==> config.mk <==
export PLATFORM = sky130hd
export DESIGN_NAME = psc_clock_synth_ctrl
export DESIGN_NICKNAME = d
export VERILOG_FILES = /design/src/core/psc_pkg.sv /design/src/core/psc_sync.sv /design/src/core/psc_clock_synth_ctrl.sv
export VERILOG_INCLUDE_DIRS = /design/src /design/src/core
export SDC_FILE = /design/constraint.sdc
export NUM_CORES = 1
export LEC_CHECK = 0
export ABC_AREA = 1
export BUFFER_PORTS_ARGS = -buffer_cell sky130_fd_sc_hd__buf_2
export CAP_MARGIN = 20
export CORE_ASPECT_RATIO = 0.75
export CORE_MARGIN = 2
export CORE_UTILIZATION = 40
export CTS_BUF_LIST = sky130_fd_sc_hd__clkbuf_8
export DETAILED_ROUTE_END_ITERATION = 8
export PLACE_DENSITY = 0.57
export SYNTH_ARGS = -nofsm -noshare
export SYNTH_HDL_FRONTEND = slang
export SYNTH_SLANG_ARGS = --single-unit
export TNS_END_PERCENT = 10
==> constraint.sdc <==
create_clock -name i_sys_clk -period 3.6 [get_ports i_sys_clk]
set_input_delay 0.72 -clock i_sys_clk [delete_from_list [all_inputs] [get_ports i_sys_clk]]
set_output_delay 0.72 -clock i_sys_clk [all_outputs]
set_load 0.03 [all_outputs]
==> src/core/psc_defines.svh <==
// Summary of operation
// vco runs four or two times system clock
// divider bit zero divides four, one divides two
// divider bit change needs no relock
// multiplier or modulus write starts relock
// comparator input change forces relock
// lock state readable in control register
// device held in reset until first lock; with the strap low the code releases reset at once, with no lock
// slow: one multiplier, six modulus bits, up to 256
// slow fsys is 4 fref (y+1) 2^(2w+x)
// fast: feedback multiplier, output path modulus
// fast fsys is fref/128 times slow formula
// control resets to 3f00, about 8.388 mhz
// software sets divider bit above half max
// strap low: loop off, external clock direct
// strap high: loop builds clock from reference
// lock bit reads clear during relock
`ifndef PSC_DEFINES_SVH
`define PSC_DEFINES_SVH

// register byte addresses
`define PSC_ADDR_CTRL     4'h0
`define PSC_ADDR_IRQ_STAT 4'h4
`define PSC_ADDR_IRQ_MASK 4'h8

// control register fields and reset
`define PSC_CTRL_RESET    16'h3f00
`define PSC_W_BIT         15
`define PSC_X_BIT         14
`define PSC_Y_MSB         13
`define PSC_Y_LSB         8
`define PSC_LOCK_BIT      3

// interrupt status bits
`define PSC_IRQ_GAINED    0
`define PSC_IRQ_LOST      1
`define PSC_IRQ_W         2

// timing
`define PSC_CLK_MHZ       100
`define PSC_LOCK_TIME_NS  20000
`define PSC_LOCK_CYCLES   ((`PSC_LOCK_TIME_NS * `PSC_CLK_MHZ + 999) / 1000)
`define PSC_STRAP_WAIT    2'h3

`endif

==> src/core/psc_pkg.sv <==
`default_nettype none
package psc_pkg;
  // clock control sequence
  typedef enum logic [1:0] {
    PSC_ST_STRAP,
    PSC_ST_RELOCK,
    PSC_ST_LOCKED,
    PSC_ST_EXTERNAL
  } psc_state_e;
endpackage
`default_nettype wire

==> src/core/psc_sync.sv <==
`default_nettype none
module psc_sync #(
  parameter int WIDTH = 1
) (
  // clock and reset
  input  wire logic             i_sys_clk,
  input  wire logic             i_reset_n,
  // asynchronous levels in, synchronised levels out
  input  wire logic [WIDTH-1:0] i_async,
  output logic      [WIDTH-1:0] o_sync
);
  // one two-flop chain per bit; first stage feeds only the second
  genvar g;
  generate
    for (g = 0; g < WIDTH; g++) begin : g_bit
      logic meta_reg;  // first stage, metastable
      logic sync_reg;  // second stage, safe
      always_ff @(posedge i_sys_clk or negedge i_reset_n) begin
        if (!i_reset_n) begin
          meta_reg <= 1'b0;
          sync_reg <= 1'b0;
        end else begin
          meta_reg <= i_async[g];
          sync_reg <= meta_reg;
        end
      end
      assign o_sync[g] = sync_reg;
    end
  endgenerate
endmodule
`default_nettype wire

==> src/core/psc_clock_synth_ctrl.sv <==
// Chosen here: the address-and-strobe port and the register offsets.
`default_nettype none
`include "psc_defines.svh"
module psc_clock_synth_ctrl
  import psc_pkg::*;
#(
  parameter bit          FAST_REF    = 1'b0,               // 1: fast reference variant
  parameter logic [15:0] LOCK_CYCLES = 16'(`PSC_LOCK_CYCLES) // relock settle time
) (
  // clock and reset
  input  wire logic        i_sys_clk,
  input  wire logic        i_reset_n,
  // pins and analog status, asynchronous
  input  wire logic        i_clock_source_strap,
  input  wire logic        i_pll_phase_lock,
  // register port
  input  wire logic [3:0]  i_addr,
  input  wire logic [15:0] i_wdata,
  input  wire logic        i_wr,
  input  wire logic        i_rd,
  output logic      [15:0] o_rdata,
  // synthesizer controls
  output logic             o_pll_enable,
  output logic             o_ext_clock_select,
  output logic             o_ref_prescale_en,
  output logic      [12:0] o_fb_div,
  output logic      [2:0]  o_post_div,
  // status and reset
  output logic             o_pll_locked_flag,
  output logic             o_core_reset_n,
  output logic             o_irq
);

  // how the sequence runs: STRAP waits for the synchroniser to fill, then
  // picks the loop or the external clock; RELOCK counts the settle time and
  // waits for phase agreement; LOCKED holds until a feedback write or a
  // phase loss; EXTERNAL stays until the next reset.
  // limitation: the strap is read once per reset, so moving the pin later
  // has no effect; this is a mode pin, not a live clock select.
  // trade-off: lock needs both the timer and the comparator, so an early
  // glitch of agreement cannot end a relock on its own, at the price of
  // always waiting the full settle time.
  // the fast variant shares the field layout; only the reference prescaler
  // differs, so the same divider ratios serve both parts.

  // reset images of the control fields; a bare literal cannot be
  // part-selected, so the reset word is held in a named constant first
  localparam logic [15:0] CTRL_RST = `PSC_CTRL_RESET;
  localparam logic        W_RST    = CTRL_RST[`PSC_W_BIT];
  localparam logic        X_RST    = CTRL_RST[`PSC_X_BIT];
  localparam logic [5:0]  Y_RST    = CTRL_RST[`PSC_Y_MSB:`PSC_Y_LSB];
  // divider ratios that the reset fields give, 16 (y+1) 4^w and 4 or 2
  localparam logic [12:0] FB_RST   = 13'((int'(Y_RST) + 1) * 16 * (W_RST ? 4 : 1));
  localparam logic [2:0]  POST_RST = X_RST ? 3'h2 : 3'h4;

  // synchronised pin levels: bit 1 strap, bit 0 analog lock
  logic [1:0] sync_levels;
  logic       strap_sync;     // clock source strap after two flops
  logic       phase_ok_sync;  // analog comparator agrees

  // both pins pass two flops before any logic reads them; the strap is
  // only looked at once the chain has surely filled
  psc_sync #(
    .WIDTH (2)
  ) u_sync (
    .i_sys_clk (i_sys_clk),
    .i_reset_n (i_reset_n),
    .i_async   ({i_clock_source_strap, i_pll_phase_lock}),
    .o_sync    (sync_levels)
  );

  // split the synchronised word back into its two meanings
  assign strap_sync    = sync_levels[1];
  assign phase_ok_sync = sync_levels[0];

  // control state
  psc_state_e  state_reg, state_next;        // sequence position
  logic [1:0]  strap_cnt_reg, strap_cnt_next; // waits for sync chain to fill
  logic [15:0] timer_reg, timer_next;        // relock settle countdown
  logic        pll_en_reg, pll_en_next;      // loop running
  logic        ext_sel_reg, ext_sel_next;    // external clock passed straight
  logic        core_rst_n_reg, core_rst_n_next; // released once, never again
  logic        phase_ok_d_reg, phase_ok_d_next; // previous analog lock level
  logic        gained_evt;                   // relock finished this cycle
  logic        lost_evt;                     // locked loop disturbed

  // register state
  logic        w_reg, w_next;                // feedback multiplier bit
  logic        x_reg, x_next;                // output divider select
  logic [5:0]  y_reg, y_next;                // modulus field
  logic [`PSC_IRQ_W-1:0] stat_reg, stat_next; // sticky events
  logic [`PSC_IRQ_W-1:0] mask_reg, mask_next; // event enables
  logic [15:0] rdata_reg, rdata_next;        // read answer
  logic [12:0] fb_div_reg, fb_div_next;      // vco to compare ratio
  logic [2:0]  post_div_reg, post_div_next;  // vco to system clock ratio
  logic        ctrl_wr;                      // write hits control register
  logic        relock_wr;                    // write alters w or y
  logic        phase_drop;                   // comparator input changed
  logic        locked;                       // lock as software sees it

  // decode of control writes; a write of the same w and y, such as an
  // x-only change, keeps the loop locked
  // lock as software sees it follows the state, not the raw comparator
  always_comb begin
    ctrl_wr   = i_wr && (i_addr == `PSC_ADDR_CTRL);
    // only feedback-path fields disturb the loop; x alone never does
    relock_wr = ctrl_wr &&
                ((i_wdata[`PSC_W_BIT] != w_reg) ||
                 (i_wdata[`PSC_Y_MSB:`PSC_Y_LSB] != y_reg));
    // losing phase agreement means a comparator input moved
    phase_drop = phase_ok_d_reg && !phase_ok_sync;
    locked     = (state_reg == PSC_ST_LOCKED);
  end

  // next values of the clock control sequence
  // every value except phase_ok_d_next holds unless a branch below moves it; the events default low
  always_comb begin
    state_next      = state_reg;
    strap_cnt_next  = strap_cnt_reg;
    timer_next      = timer_reg;
    pll_en_next     = pll_en_reg;
    ext_sel_next    = ext_sel_reg;
    core_rst_n_next = core_rst_n_reg;
    phase_ok_d_next = phase_ok_sync;
    gained_evt      = 1'b0;
    lost_evt        = 1'b0;
    unique case (state_reg)
      PSC_ST_STRAP: begin
        // strap is caught only once the synchroniser holds the pin level
        if (strap_cnt_reg == `PSC_STRAP_WAIT) begin
          if (strap_sync) begin
            state_next  = PSC_ST_RELOCK;
            pll_en_next = 1'b1;
            timer_next  = LOCK_CYCLES;
          end else begin
            state_next      = PSC_ST_EXTERNAL;
            ext_sel_next    = 1'b1;
            core_rst_n_next = 1'b1;            // nothing to wait for
          end
        end else begin
          // one more edge while the chain fills
          strap_cnt_next = strap_cnt_reg + 2'h1;
        end
      end
      PSC_ST_RELOCK: begin
        // any new disturbance starts the settle time over
        if (relock_wr || phase_drop) begin
          timer_next = LOCK_CYCLES; // restart settle time
        end else if (timer_reg != 16'h0000) begin
          // count down one edge at a time
          timer_next = timer_reg - 16'h0001;
        end else if (phase_ok_sync) begin
          // settle time over and the comparator agrees
          state_next      = PSC_ST_LOCKED;
          gained_evt      = 1'b1;
          core_rst_n_next = 1'b1;
        end
      end
      PSC_ST_LOCKED: begin
        // a feedback write or a phase loss ends lock at once
        if (relock_wr || phase_drop) begin
          state_next = PSC_ST_RELOCK;
          timer_next = LOCK_CYCLES;
          lost_evt   = 1'b1;
        end
      end
      PSC_ST_EXTERNAL: begin
        // loop stays off until the next reset
        pll_en_next = 1'b0;
      end
    endcase
  end

  // registers of the clock control sequence
  // the core reset flop never returns low once released; only reset does that
  always_ff @(posedge i_sys_clk or negedge i_reset_n) begin
    if (!i_reset_n) begin
      state_reg      <= PSC_ST_STRAP;
      strap_cnt_reg  <= 2'h0;
      timer_reg      <= 16'h0000;
      pll_en_reg     <= 1'b0;
      ext_sel_reg    <= 1'b0;
      core_rst_n_reg <= 1'b0;
      phase_ok_d_reg <= 1'b0;
    end else begin
      state_reg      <= state_next;
      strap_cnt_reg  <= strap_cnt_next;
      timer_reg      <= timer_next;
      pll_en_reg     <= pll_en_next;
      ext_sel_reg    <= ext_sel_next;
      core_rst_n_reg <= core_rst_n_next;
      phase_ok_d_reg <= phase_ok_d_next;
    end
  end

  // next values of the software registers and derived divider settings
  always_comb begin
    logic [6:0]  mod_plus;  // modulus plus one
    logic [12:0] fb_calc;   // feedback ratio before registering
    mod_plus   = 7'h00;
    fb_calc    = 13'h0000;
    // hold by default; only a matching write moves a register
    w_next     = w_reg;
    x_next     = x_reg;
    y_next     = y_reg;
    rdata_next = 16'h0000;
    // control fields; lock bit and spare bits are not stored
    if (ctrl_wr) begin
      w_next = i_wdata[`PSC_W_BIT];
      x_next = i_wdata[`PSC_X_BIT]; // takes effect with no relock
      y_next = i_wdata[`PSC_Y_MSB:`PSC_Y_LSB];
    end
    // vco sits at 16 (y+1) 4^w times the compare reference on both variants;
    // the fast part reaches that compare rate through the /128 prescaler
    mod_plus = {1'b0, y_next} + 7'h01;
    fb_calc  = {6'h00, mod_plus} << (w_next ? 6 : 4);
    fb_div_next = fb_calc;
    // post divider sits outside the loop, so a change never restarts relock
    // even post division keeps a 50% duty cycle
    post_div_next = x_next ? 3'h2 : 3'h4;
    // read answer stands only in the cycle after the strobe
    // lock and spare bits are composed here, never stored
    if (i_rd) begin
      unique case (i_addr)
        `PSC_ADDR_CTRL: begin
          rdata_next[`PSC_W_BIT]              = w_reg;
          rdata_next[`PSC_X_BIT]              = x_reg;
          rdata_next[`PSC_Y_MSB:`PSC_Y_LSB]   = y_reg;
          rdata_next[`PSC_LOCK_BIT]           = locked;
        end
        `PSC_ADDR_IRQ_STAT: begin
          rdata_next[`PSC_IRQ_W-1:0] = stat_reg;
        end
        `PSC_ADDR_IRQ_MASK: begin
          rdata_next[`PSC_IRQ_W-1:0] = mask_reg;
        end
        default: begin
          // unmapped addresses read as zero
          rdata_next = 16'h0000;
        end
      endcase
    end
  end

  // registers of the software-visible state
  always_ff @(posedge i_sys_clk or negedge i_reset_n) begin
    if (!i_reset_n) begin
      w_reg        <= W_RST;
      x_reg        <= X_RST;
      y_reg        <= Y_RST;
      rdata_reg    <= 16'h0000;
      fb_div_reg   <= FB_RST;   // 16 x 64 for the reset fields
      post_div_reg <= POST_RST;
    end else begin
      w_reg        <= w_next;
      x_reg        <= x_next;
      y_reg        <= y_next;
      rdata_reg    <= rdata_next;
      fb_div_reg   <= fb_div_next;
      post_div_reg <= post_div_next;
    end
  end

  // next values of the interrupt status and mask
  always_comb begin
    logic [`PSC_IRQ_W-1:0] clr; // write-one-to-clear pattern
    logic [`PSC_IRQ_W-1:0] evt; // events raised this cycle
    clr       = '0;
    evt       = '0;
    mask_next = mask_reg;
    // the mask takes the whole event layout in one write
    if (i_wr && (i_addr == `PSC_ADDR_IRQ_MASK)) begin
      mask_next = i_wdata[`PSC_IRQ_W-1:0];
    end
    // ones clear their bits, zeros leave bits alone
    if (i_wr && (i_addr == `PSC_ADDR_IRQ_STAT)) begin
      clr = i_wdata[`PSC_IRQ_W-1:0];
    end
    evt[`PSC_IRQ_GAINED] = gained_evt;
    evt[`PSC_IRQ_LOST]   = lost_evt;
    // a new event wins over a clear in the same cycle, so none is lost
    stat_next = (stat_reg & ~clr) | evt;
  end

  // registers of the interrupt state
  always_ff @(posedge i_sys_clk or negedge i_reset_n) begin
    if (!i_reset_n) begin
      stat_reg <= '0; // no event before reset ends
      mask_reg <= '0; // every event masked until software opens it
    end else begin
      stat_reg <= stat_next;
      mask_reg <= mask_next;
    end
  end

  // outputs; software must keep vco in range by setting x itself
  assign o_rdata            = rdata_reg;
  assign o_pll_enable       = pll_en_reg;
  assign o_ext_clock_select = ext_sel_reg;
  assign o_ref_prescale_en  = FAST_REF;
  assign o_fb_div           = fb_div_reg;
  assign o_post_div         = post_div_reg;
  // lock flag comes straight from the state register, so it never glitches
  assign o_pll_locked_flag  = locked;
  assign o_core_reset_n     = core_rst_n_reg;
  // irq is a level, high while any unmasked status bit stands
  assign o_irq              = |(stat_reg & mask_reg);

endmodule
`default_nettype wire

# == Yosys cells after proc, flatten, opt, wreduce, memory -nomap -nowiden ==
# Index checks and enable logic that the tools add are counted.
# Widths: inputs -> output; s select.
# word_totals
register_bits,72
input_bits,26
word_cells,104
# op_classes
add_sub_neg,3
eq_ne,16
n_shift,1
muxes,38
n_bitwise,6
n_reduce_logical,21
# op_table
cell,count
$mux 16,6
$pmux 16 s3,1
$mux 1,16
$mux 2,8
$reduce_bool 16->1,1
$sub 16x1->16 const B,1
$shl 7x3->13,1
$reduce_and 6->1,2
$mux 8,1
$ne 2x2->1 const B,4
$add 6x1->7 const B,1
$eq 2x2->1 const B,3
$mux 6,1
$ne 2x1->1 const B,3
$ne 6x6->1,1
$pmux 2 s3,1
$reduce_and 3->1,2
$logic_and 1x1->1,5
$reduce_and 5->1,1
$and 2x2->2,2
$eq 4x3->1 const B,1
$eq 4x4->1 const B,1
$logic_not 4->1,1
$pmux 1 s2,2
16 further kinds,19

# == Depth between registers and ports, before layout ==
# Gate-level depths: netlist of the first run.
# logic_depth
ltp_word,7
ltp_mapped,12

# == By module ==
# From an unflattened synthesis of the first run, not the netlist that was laid out.
# hier_totals
cells_unflattened,409
hier_area_um2,3315.7
# modules_own_cells
module,instances,cells_each,area_per_inst_um2
psc_clock_synth_ctrl,1,403,3200.6
psc_sync,1,6,115.1

# == Worst setup path before layout of the first run ==
# Ideal clock, no wire load.
# synth_path
path_kind,input port to flip-flop
from,input i_addr[1]
to,"register fb_div_reg[8], in the netlist o_fb_div[8]"
setup_time_ns,0.141
arrival_time_ns,1.922
path_slack_ns,1.537
stages,11
cell_sequence,nor2_4 nand2_4 nor2_8 buf_6 nand2_1 o21ai_2 ha_1 nand3_1 xnor2_1 nand2_1 o21ai_0
# synth_between
elab_chain_len,5
word_cells_on_any_way,7
classes_between,add/sub (1); shift (1); mux (3); reduce/logical (2)
# synth_rtl
item,line,text
"start, declared",psc_clock_synth_ctrl.sv:17,"input wire logic [3:0] i_addr,"
$logic_not 4->1,n/a,
$logic_and 1x1->1,psc_clock_synth_ctrl.sv:105,ctrl_wr = i_wr && (i_addr == `PSC_ADDR_CTRL);
$mux 6,psc_clock_synth_ctrl.sv:208,if (ctrl_wr) begin
net y_next[0],psc_clock_synth_ctrl.sv:90,"logic [5:0] y_reg, y_next;"
$add 6x1->7,psc_clock_synth_ctrl.sv:215,"mod_plus = {1'b0, y_next} + 7'h01;"
$shl 7x3->13,psc_clock_synth_ctrl.sv:216,"fb_calc = {6'h00, mod_plus} << (w_next ? 6 : 4);"
net fb_div_next[8],psc_clock_synth_ctrl.sv:94,"logic [12:0] fb_div_reg, fb_div_next;"
"end signal, assigned",psc_clock_synth_ctrl.sv:259,fb_div_reg <= fb_div_next;
"end, declared",psc_clock_synth_ctrl.sv:94,
# The timed path passes the listed nets, and every way through them passes these cells.
# A chain may end at the register's enable or synchronous reset.

# == Final worst setup path of the first run ==
# layout_path
from,register state_reg[0]
to,output o_pll_locked_flag
# layout_between
elab_chain_len,1
# layout_rtl
item,line,text
"start, declared",psc_clock_synth_ctrl.sv:77,"psc_state_e state_reg, state_next;"
"start signal, assigned",psc_clock_synth_ctrl.sv:186,state_reg <= state_next;
$eq 2x2->1,psc_clock_synth_ctrl.sv:112,locked = (state_reg == PSC_ST_LOCKED);
"end, declared",psc_clock_synth_ctrl.sv:29,"output logic o_pll_locked_flag,"
# No other way between the ends.

==> results of run 1 <==
path summary, 6_finish.rpt:
kind                                               startpoint                            endpoint  cells past startpoint
min in group asynchronous                           i_reset_n              o_fb_div[12]$_DFF_PN0_                      1
hold / removal             u_sync.g_bit[1].meta_reg$_DFF_PN0_  u_sync.g_bit[1].sync_reg$_DFF_PN0_                      0
hold reg to reg            u_sync.g_bit[1].meta_reg$_DFF_PN0_  u_sync.g_bit[1].sync_reg$_DFF_PN0_                      0
setup reg to reg                     state_reg[0]$_DFFE_PN0P_            timer_reg[2]$_DFFE_PN0P_                      8
max in group asynchronous                           i_reset_n                  y_reg[1]$_DFF_PN1_                      2
setup / recovery                     state_reg[0]$_DFFE_PN0P_                   o_pll_locked_flag                      3
critical path, cell delays in order (launching register included):
cell     delay, ns
dfrtp_1       0.45
inv_1         0.12
ha_1          0.28
buf_2         0.24
cell families (layout without fill, tap and decap cells):
kind of cell    after synthesis  in the layout  synth area share [%]
simple gates                212            212                  28.4
flops                        61             61                  48.1
compound gates               27             27                  5.52
xor+xnor                     17             17                  4.66
buf+inv                      62            109                  9.24
fa+ha+maj                    10             10                  3.92
other cells                   1             11                 0.117
placed cells by master, fill, tap and decap left out, drive strengths merged, types with 2 or more instances in the layout:
cell    synthesis  layout
nand4           6       6
o21bai          2       2
a21oi           2       2
conb            1      11
o21ai          20      20
nor3            3       3
ha             10      10
xnor2           9       9
xor2            8       8
buf            16      47
nand3          13      13
dfstp           8       8
nor2           57      57
dfrtp          53      53
clkbuf          0      11
bufinv          0       3
nand2         130     130
inv            46      46
per-stage QoR:
step / cells / power (mW) / cell area, µm² / hold WS (ns) / util, %
final: 552 / 2.69 / 3740 / 0.350 / 47.8
after detailed placement: 536 / 1.93 / 3480 / 0.337 / 44.5
after global routing: 552 / 2.90 / 3740 / 0.376 / 47.8
after CTS: 552 / 2.73 / 3740 / 0.353 / 47.8
after global placement: 536 / 1.91 / 3480 / 0.335 / 44.5
after floorplan: 400 / 1.72 / 3230 / 0.331 / -
power groups by stage:
stage                     Combinational (mW)  Clock (mW)  Sequential [mW]
after floorplan                        0.692           0             1.03
after global placement                 0.950           0            0.959
after detailed placement               0.969           0            0.961
after CTS                              0.975       0.804            0.949
after global routing                    1.11       0.825            0.968
final                                  0.963       0.781            0.948
area by class of cell:
type / instances / area, µm² / share of cell area, %
multi-input cells: 277 / 1400 / 37.5
clock inverters: 5 / 106 / 2.85
clock buffers: 11 / 151 / 4.05
repair buffers: 47 / 238 / 6.36
well taps: 105 / 131 / 3.52
inverters: 46 / 173 / 4.62
flip-flops and latches: 61 / 1540 / 41.1
layer usage:
| metal | share of wire (%) | vias up | wire length [µm] |
|---|---|---|---|
| met1 | 53 | 1121 | 3390 |
| met4 | 1.4 | 0 | 88 |
| met3 | 6.1 | 7 | 393 |
| met5 | 0 | - | 0 |
| met2 | 40 | 67 | 2580 |
| li1 | - | 1270 | - |
==> flow_summary.ini, run 1 <==
[synth]
async_flop_share_pct = 100
synth-edff-count = 0
yosys_warnings = 0
synthTopCellsByArea = dfrtp_1, nand2_1, dfstp_2, nor2_1, inv_1
synth_area_um2 = 3190
synth_common_cells = nand2_1, dfrtp_1, nor2_1, inv_1
synthDistinctLibCells = 34
synth.top_cell.area_share_pct = 41.5
yosysMostFrequentCell = nand2_1
yosys_register_bits = 61
yosysTopAreaCell = dfrtp_1
ys_seq_area_share_pct = 48.1
syn-mean-instance-area_um2 = 8.19
synthFlopType = dfrtp_1
syn_inst = 390

[cts]
cts_tree = done
ctsHoldBuffers = 0
post_cts_buffers = 0
cts_resized = 0
cts_made_buffers = 9
clk_latency_ns = 0.34
htree_levels = 3
ctsRootBufferMaster = clkbuf_8
clock_path_buffers = 2
cts.sinks = 61
path_clk_slew_ns = 0.07

[setup_path]
critPathArrivalTime_ns = 1.43
critPathLaunchType = flip-flop
path_class = flip-flop to primary output
cp_max_fo = 6
required_ns = 2.88
critPathCaptureType = primary output
reg2reg_slack_ns = 1.49

[placement]
hpwlAfterDp_um = 4620
io_buffer_count = 46
pre_cts_ws_ns = 1.13
place_congestion = 0.847

[global_route]
grt.met1_usage_pct = 23.0
overflow = 0
top_usage_layer = met2
use_met3_pct = 4.25
grt_max_degree = 37
grt_pass1_wl_um = 10800
grt_use_total_pct = 16.1
antenna_found_initial = 0
grt_pass1_vias = 2285
grtUsageMet2_pct = 23.1

[detailed_routing]
wl_um = 6440
drtPass1Iterations = 4
ant_nets = 0
vias = 2465
vias_per_cell = 4.47
avgRoutedWirePerCell_um = 11.7
drc = 0
drt_iter0_drc = 109

[timing]
setup_violations = 0
slew_violations = 0
fmax_mhz = 464
setup_tns_ns = 0
layout_worst_path_cycle_share_pct = 59.8
rsz0062_at_grt = no
finClkSkew_ns = 0.00831
timing.final.ws_setup_ns = 1.45
hold_viol_final = 0
period_minus_slack_ns = 2.15
slew-limit-headroom_pct = 46.7
worst_pin_slew_ns = 0.800

[cells_and_area]
antenna_cells = 0
drive_gt1_share_pct = 20.4
nNetsFinal = 478
fillerInstances = 787
largest_reg_flops = 16
area_growth_pct = 17.0

[floorplanning]
design.die.area_um2 = 8720
core_area_um2 = 7810
initial_core_util_pct = 40.9
num_io_pins = 64
num_rows = 28
die_width_um = 107
die_h_um = 81.4

[worst_hold_path]
worstHoldPathType = flip-flop to flip-flop

[power_and_ir_drop]
switchingPower_mw = 1.05
pwr-share-clk_pct = 29.0
vdd_drop_max_v = 0.000288
leakagePower_nw = 1.96
swShare_pct = 38.9
p_seq_share_pct = 35.2
internal_power_mw = 1.65
power_frac_comb_pct = 35.8
power_per_cell_area_nw_per_um2 = 721

[outcome]
outcome = completed

[flow_run]
max_cap_viol_count = 0
Note: power is estimated with default switching activity, not from simulation.
==> run 2, diff against run 1 <==
clock period = 2.2 ns   (was 3.6 ns; I/O delays follow)
==> run 2 against run 1 <==
Against the previous run: combinational power rose by 67%; clock skew fell by 0.0013 ns; critical endpoint is now timer_reg[1]$_DFFE_PN0P_; via count fell by 1.7%; largest power group unchanged; global-route usage fell by 0.27 points; die area did not move; flip-flop and latch count did not move; non-clock buffer count rose by 5; power rose by 59%; register-to-register slack got worse by 1.2 ns; sequential share of layout area fell by 0.19 points; largest cell class unchanged.
==> flow_summary.ini, run 2 (same netlist as run 1, synthesis figures left out) <==
[floorplanning]
die_width_um = 107
core_area_um2 = 7810
die_h_um = 81.4
num_rows = 28
design.die.area_um2 = 8720
num_io_pins = 64
initial_core_util_pct = 40.9

[setup_path]
timing.rr.start = state_reg[0]$_DFFE_PN0P_
path_class = flip-flop to flip-flop
cp_max_fo = 16
critPathLaunchType = flip-flop
critPathArrivalTime_ns = 2.22
critPathLaunch = state_reg[0]$_DFFE_PN0P_
rr_worst_depth = 9
critPathCaptureType = flip-flop
required_ns = 2.46
reg2reg_slack_ns = 0.24
r2r_end = timer_reg[1]$_DFFE_PN0P_

[cells_and_area]
drive_gt1_share_pct = 21.0
multiInputGateArea_um2 = 1400
nNetsFinal = 483
final_cell_mix = nand2_1, dfrtp_1, nor2_1
area_growth_pct = 17.5
seq_area_um2 = 1540
final_common_cell = nand2_1
largest_reg_flops = 16
final_area_um2 = 3750
fillerInstances = 776
antenna_cells = 0

[detailed_routing]
ant_nets = 0
avgRoutedWirePerCell_um = 10.9
drt_iter0_drc = 83
vias_per_cell = 4.35
vias = 2423
wl_um = 6090
drtPass1Iterations = 4
drc = 0

[timing]
finClkSkew_ns = 0.00704
timing.final.ws_setup_ns = 0.244
hold_viol_final = 0
slew_violations = 0
whs_ns = 0.0789
fmax_mhz = 511
setup_violations = 0
layout_worst_path_cycle_share_pct = 88.9
rsz0062_at_grt = no
slew-limit-headroom_pct = 52.9
setup_tns_ns = 0
worst_pin_slew_ns = 0.699
period_minus_slack_ns = 1.96

[placement]
io_buffer_count = 46
hpwlAfterDp_um = 4560
place_congestion = 0.828
pre_cts_ws_ns = 0.133
dpl_cell_area_um2 = 3530

[global_route]
overflow = 0
grt_pass1_wl_um = 10600
grt_max_degree = 28
grt_pass1_vias = 2284
grt_use_total_pct = 15.8
antenna_found_initial = 0

[cts]
path_clk_slew_ns = 0.07
ctsRootBufferMaster = clkbuf_8
cts.sinks = 61
clock_path_buffers = 2
cts_made_buffers = 9
cts_resized = 0
cts_tree = done
ctsHoldBuffers = 0
clk_latency_ns = 0.33
post_cts_buffers = 0
htree_levels = 3

[worst_hold_path]
worstHoldPathType = input port to async pin

[power_and_ir_drop]
power_per_cell_area_nw_per_um2 = 1140
leakagePower_nw = 1.98
vdd_drop_max_v = 0.000475

[flow_run]
max_cap_viol_count = 0

[outcome]
outcome = completed
[run 2: cell count changes in the layout (fill, tap and decap cells not counted)]
cell	change
clkinv_2	+2
buf_4	+4
clkinv_4	-1
buf_12	+1
inv_1	+1
clkinvlp_4	-1
bufinv_16	-1
[run 2: power breakdown]
| part | switching [mW] | internal [mW] |
|---|---|---|
| logic | 1.08 | 0.536 |
| clock network | 0.412 | 0.692 |
| registers | 0.176 | 1.38 |
[run 2: worst max-delay path by stage]
stage,end,slack (ns),cells after the start
5_1_grt,timer_reg[14]$_DFFE_PN0P_,0.03,9
4_1_cts,timer_reg[1]$_DFFE_PN0P_,0.20,9
6_report,timer_reg[1]$_DFFE_PN0P_,0.24,9
3_5_place_dp,timer_reg[1]$_DFFE_PN0P_,0.13,11
3_3_place_gp,timer_reg[2]$_DFFE_PN0P_,0.17,11
2_1_floorplan,o_fb_div[8]$_DFF_PN0_,0.42,11
[run 2: worst max-delay path, stage by stage (launching register included)]
cell,delay (ns)
dfrtp_1,0.44
inv_1,0.10
ha_1,0.24
inv_1,0.08
nor2_1,0.08
nor2_1,0.31
nand3_2,0.14
nor2_4,0.32
nand2_1,0.09
nand2_1,0.08
[run 2: per-stage QoR]
stage	std cells	utilization (%)	total power [mW]
floorplan	400	-	2.81
global placement	541	45.2	3.18
detailed placement	541	45.2	3.20
CTS	557	48.0	4.33
global route	557	48.0	4.65
finish	557	48.0	4.27
[run 2: layout make-up]
cell class                      instances  area share, %
Sequential cell                        61           40.9
Multi-Input combinational cell        277           37.3
Timing Repair Buffer                   52           7.67
Inverter                               46           4.60
Clock buffer                           11           4.03
Tap cell                              105           3.50
Clock inverter                          5           1.97
[run 2: routing by layer]
| metal | global-route usage [%] | part of all wire [%] |
|---|---|---|
| met3 | 5.06 | 6.5 |
| met5 | 0 | 0 |
| met2 | 22.2 | 39 |
| met1 | 22.7 | 53 |
| met4 | 5.71 | 1.0 |
==> run 3, diff against run 2 <==
RECOVER_POWER = 100   (was unset)
==> run 3 against run 2 <==
Against the previous run: cell area shrank 2.2%; power decreased by 1.0%; clock-buffer cell count unchanged; critical endpoint is now o_fb_div[9]$_DFF_PN0_; largest cell class unchanged; largest power group unchanged; highest routed layer unchanged.
==> flow_summary.ini, run 3 (same netlist as run 1, synthesis figures left out) <==
[outcome]
outcome = completed

[cts]
post_cts_buffers = 0
cts_resized = 0
cts_made_buffers = 9
cts.sinks = 61
ctsHoldBuffers = 0
cts_tree = done
path_clk_slew_ns = 0.07
ctsRootBufferMaster = clkbuf_8
clk_latency_ns = 0.33
htree_levels = 3
clock_path_buffers = 2

[cells_and_area]
area_growth_pct = 14.9
antenna_cells = 0
utilization_pct = 47.0
final_common_cell = nand2_1
seq_area_um2 = 1540
nNetsFinal = 483
final_cell_mix = nand2_1, nor2_1, dfrtp_1
drive_gt1_share_pct = 12.6
multiInputGateArea_um2 = 1380
fillerInstances = 804
largest_reg_flops = 16

[power_and_ir_drop]
p_total_mw = 4.23
power_per_cell_area_nw_per_um2 = 1150
vdd_drop_max_v = 0.000488
leakagePower_nw = 1.86

[timing]
slew-limit-headroom_pct = 21.6
timing.final.ws_setup_ns = 0.209
worst_pin_slew_ns = 1.18
layout_worst_path_cycle_share_pct = 90.5
hold_viol_final = 0
setup_violations = 0
finClkSkew_ns = 0.00567
rsz0062_at_grt = no
whs_ns = 0.213
period_minus_slack_ns = 1.99
fmax_mhz = 502
slew_violations = 0
setup_tns_ns = 0

[detailed_routing]
vias_per_cell = 4.36
vias = 2427
avgRoutedWirePerCell_um = 11.0
wl_um = 6130
drtPass1Iterations = 4
drc = 0
ant_nets = 0
drt_iter0_drc = 77

[setup_path]
critPathCaptureType = flip-flop
critPathArrivalTime_ns = 2.20
required_ns = 2.41
path_class = flip-flop to flip-flop
cp_max_fo = 5
critPathLaunchType = flip-flop

[global_route]
grt_pass1_wl_um = 10600
grt_use_total_pct = 15.8
grt_max_degree = 28
overflow = 0
grt_pass1_vias = 2284
antenna_found_initial = 0

[placement]
place_congestion = 0.828
hpwlAfterDp_um = 4560
pre_cts_ws_ns = 0.133
io_buffer_count = 46

[floorplanning]
num_rows = 28
core_area_um2 = 7810
design.die.area_um2 = 8720
num_io_pins = 64
die_h_um = 81.4
initial_core_util_pct = 40.9
die_width_um = 107

[flow_run]
max_cap_viol_count = 0

[worst_hold_path]
worstHoldPathType = input port to flip-flop
run 3: cell count changes in the layout (fill, tap and decap cells not counted), moves of 2 or more:
cell      previous run  this run
inv_1               44        46
clkbuf_1             0        30
o21ai_0             12        17
nor2_4               3         1
nor2_1              52        55
buf_4                5         3
o21ai_2              4         2
inv_2                3         1
o21ai_1              4         1
buf_2               46        18
run 3: path summary, 6_finish.rpt:
path | start | endpoint | slack [ns] | depth (start not counted)
max | y_reg[2]$_DFF_PN1_ | o_fb_div[9]$_DFF_PN0_ | 0.21 | 7
min | i_pll_phase_lock | u_sync.g_bit[0].meta_reg$_DFF_PN0_ | 0.21 | 1
max reg2reg | y_reg[2]$_DFF_PN1_ | o_fb_div[9]$_DFF_PN0_ | 0.21 | 7
min reg2reg | u_sync.g_bit[1].meta_reg$_DFF_PN0_ | u_sync.g_bit[1].sync_reg$_DFF_PN0_ | 0.35 | 0
max in group asynchronous | i_reset_n | o_rdata[1]$_DFF_PN0_ | 0.61 | 2
min in group asynchronous | i_reset_n | o_fb_div[12]$_DFF_PN0_ | 0.33 | 1
run 3: layout make-up:
cell class              instances  area share (%)
inverters                      46            4.70
flip-flops and latches         61            41.9
well taps                     105            3.58
repair buffers                 52            6.27
clock inverters                 5            2.01
multi-input cells             277            37.5
clock buffers                  11            4.12
run 3: metrics by stage:
| step | cells | cell area (µm²) |
|---|---|---|
| CTS | 557 | 3750 |
| floorplan | 400 | 3230 |
| global placement | 541 | 3530 |
| detailed placement | 541 | 3530 |
| global route | 557 | 3670 |
| finish | 557 | 3670 |
run 3: routing by layer:
metal | wire, µm | GRT usage [%] | vias to the layer above
met4 | 63 | 5.71 | 0
met5 | 0 | 0 | -
met3 | 394 | 5.06 | 5
met2 | 2390 | 22.2 | 57
met1 | 3280 | 22.7 | 1080
li1 | - | - | 1285
run 3: critical path, cell delays in order (launching register included):
cell	delay [ns]
dfstp_2	0.53
inv_1	0.06
o21ai_0	0.65
nand2_1	0.11
nor2_1	0.21
nand3_1	0.13
nand3_1	0.11
o21ai_0	0.08
run 3: power by group:
group,internal (mW),switching [mW],total [mW]
Combinational,0.496,1.07,1.57
Clock,0.692,0.411,1.10
Sequential,1.38,0.178,1.56
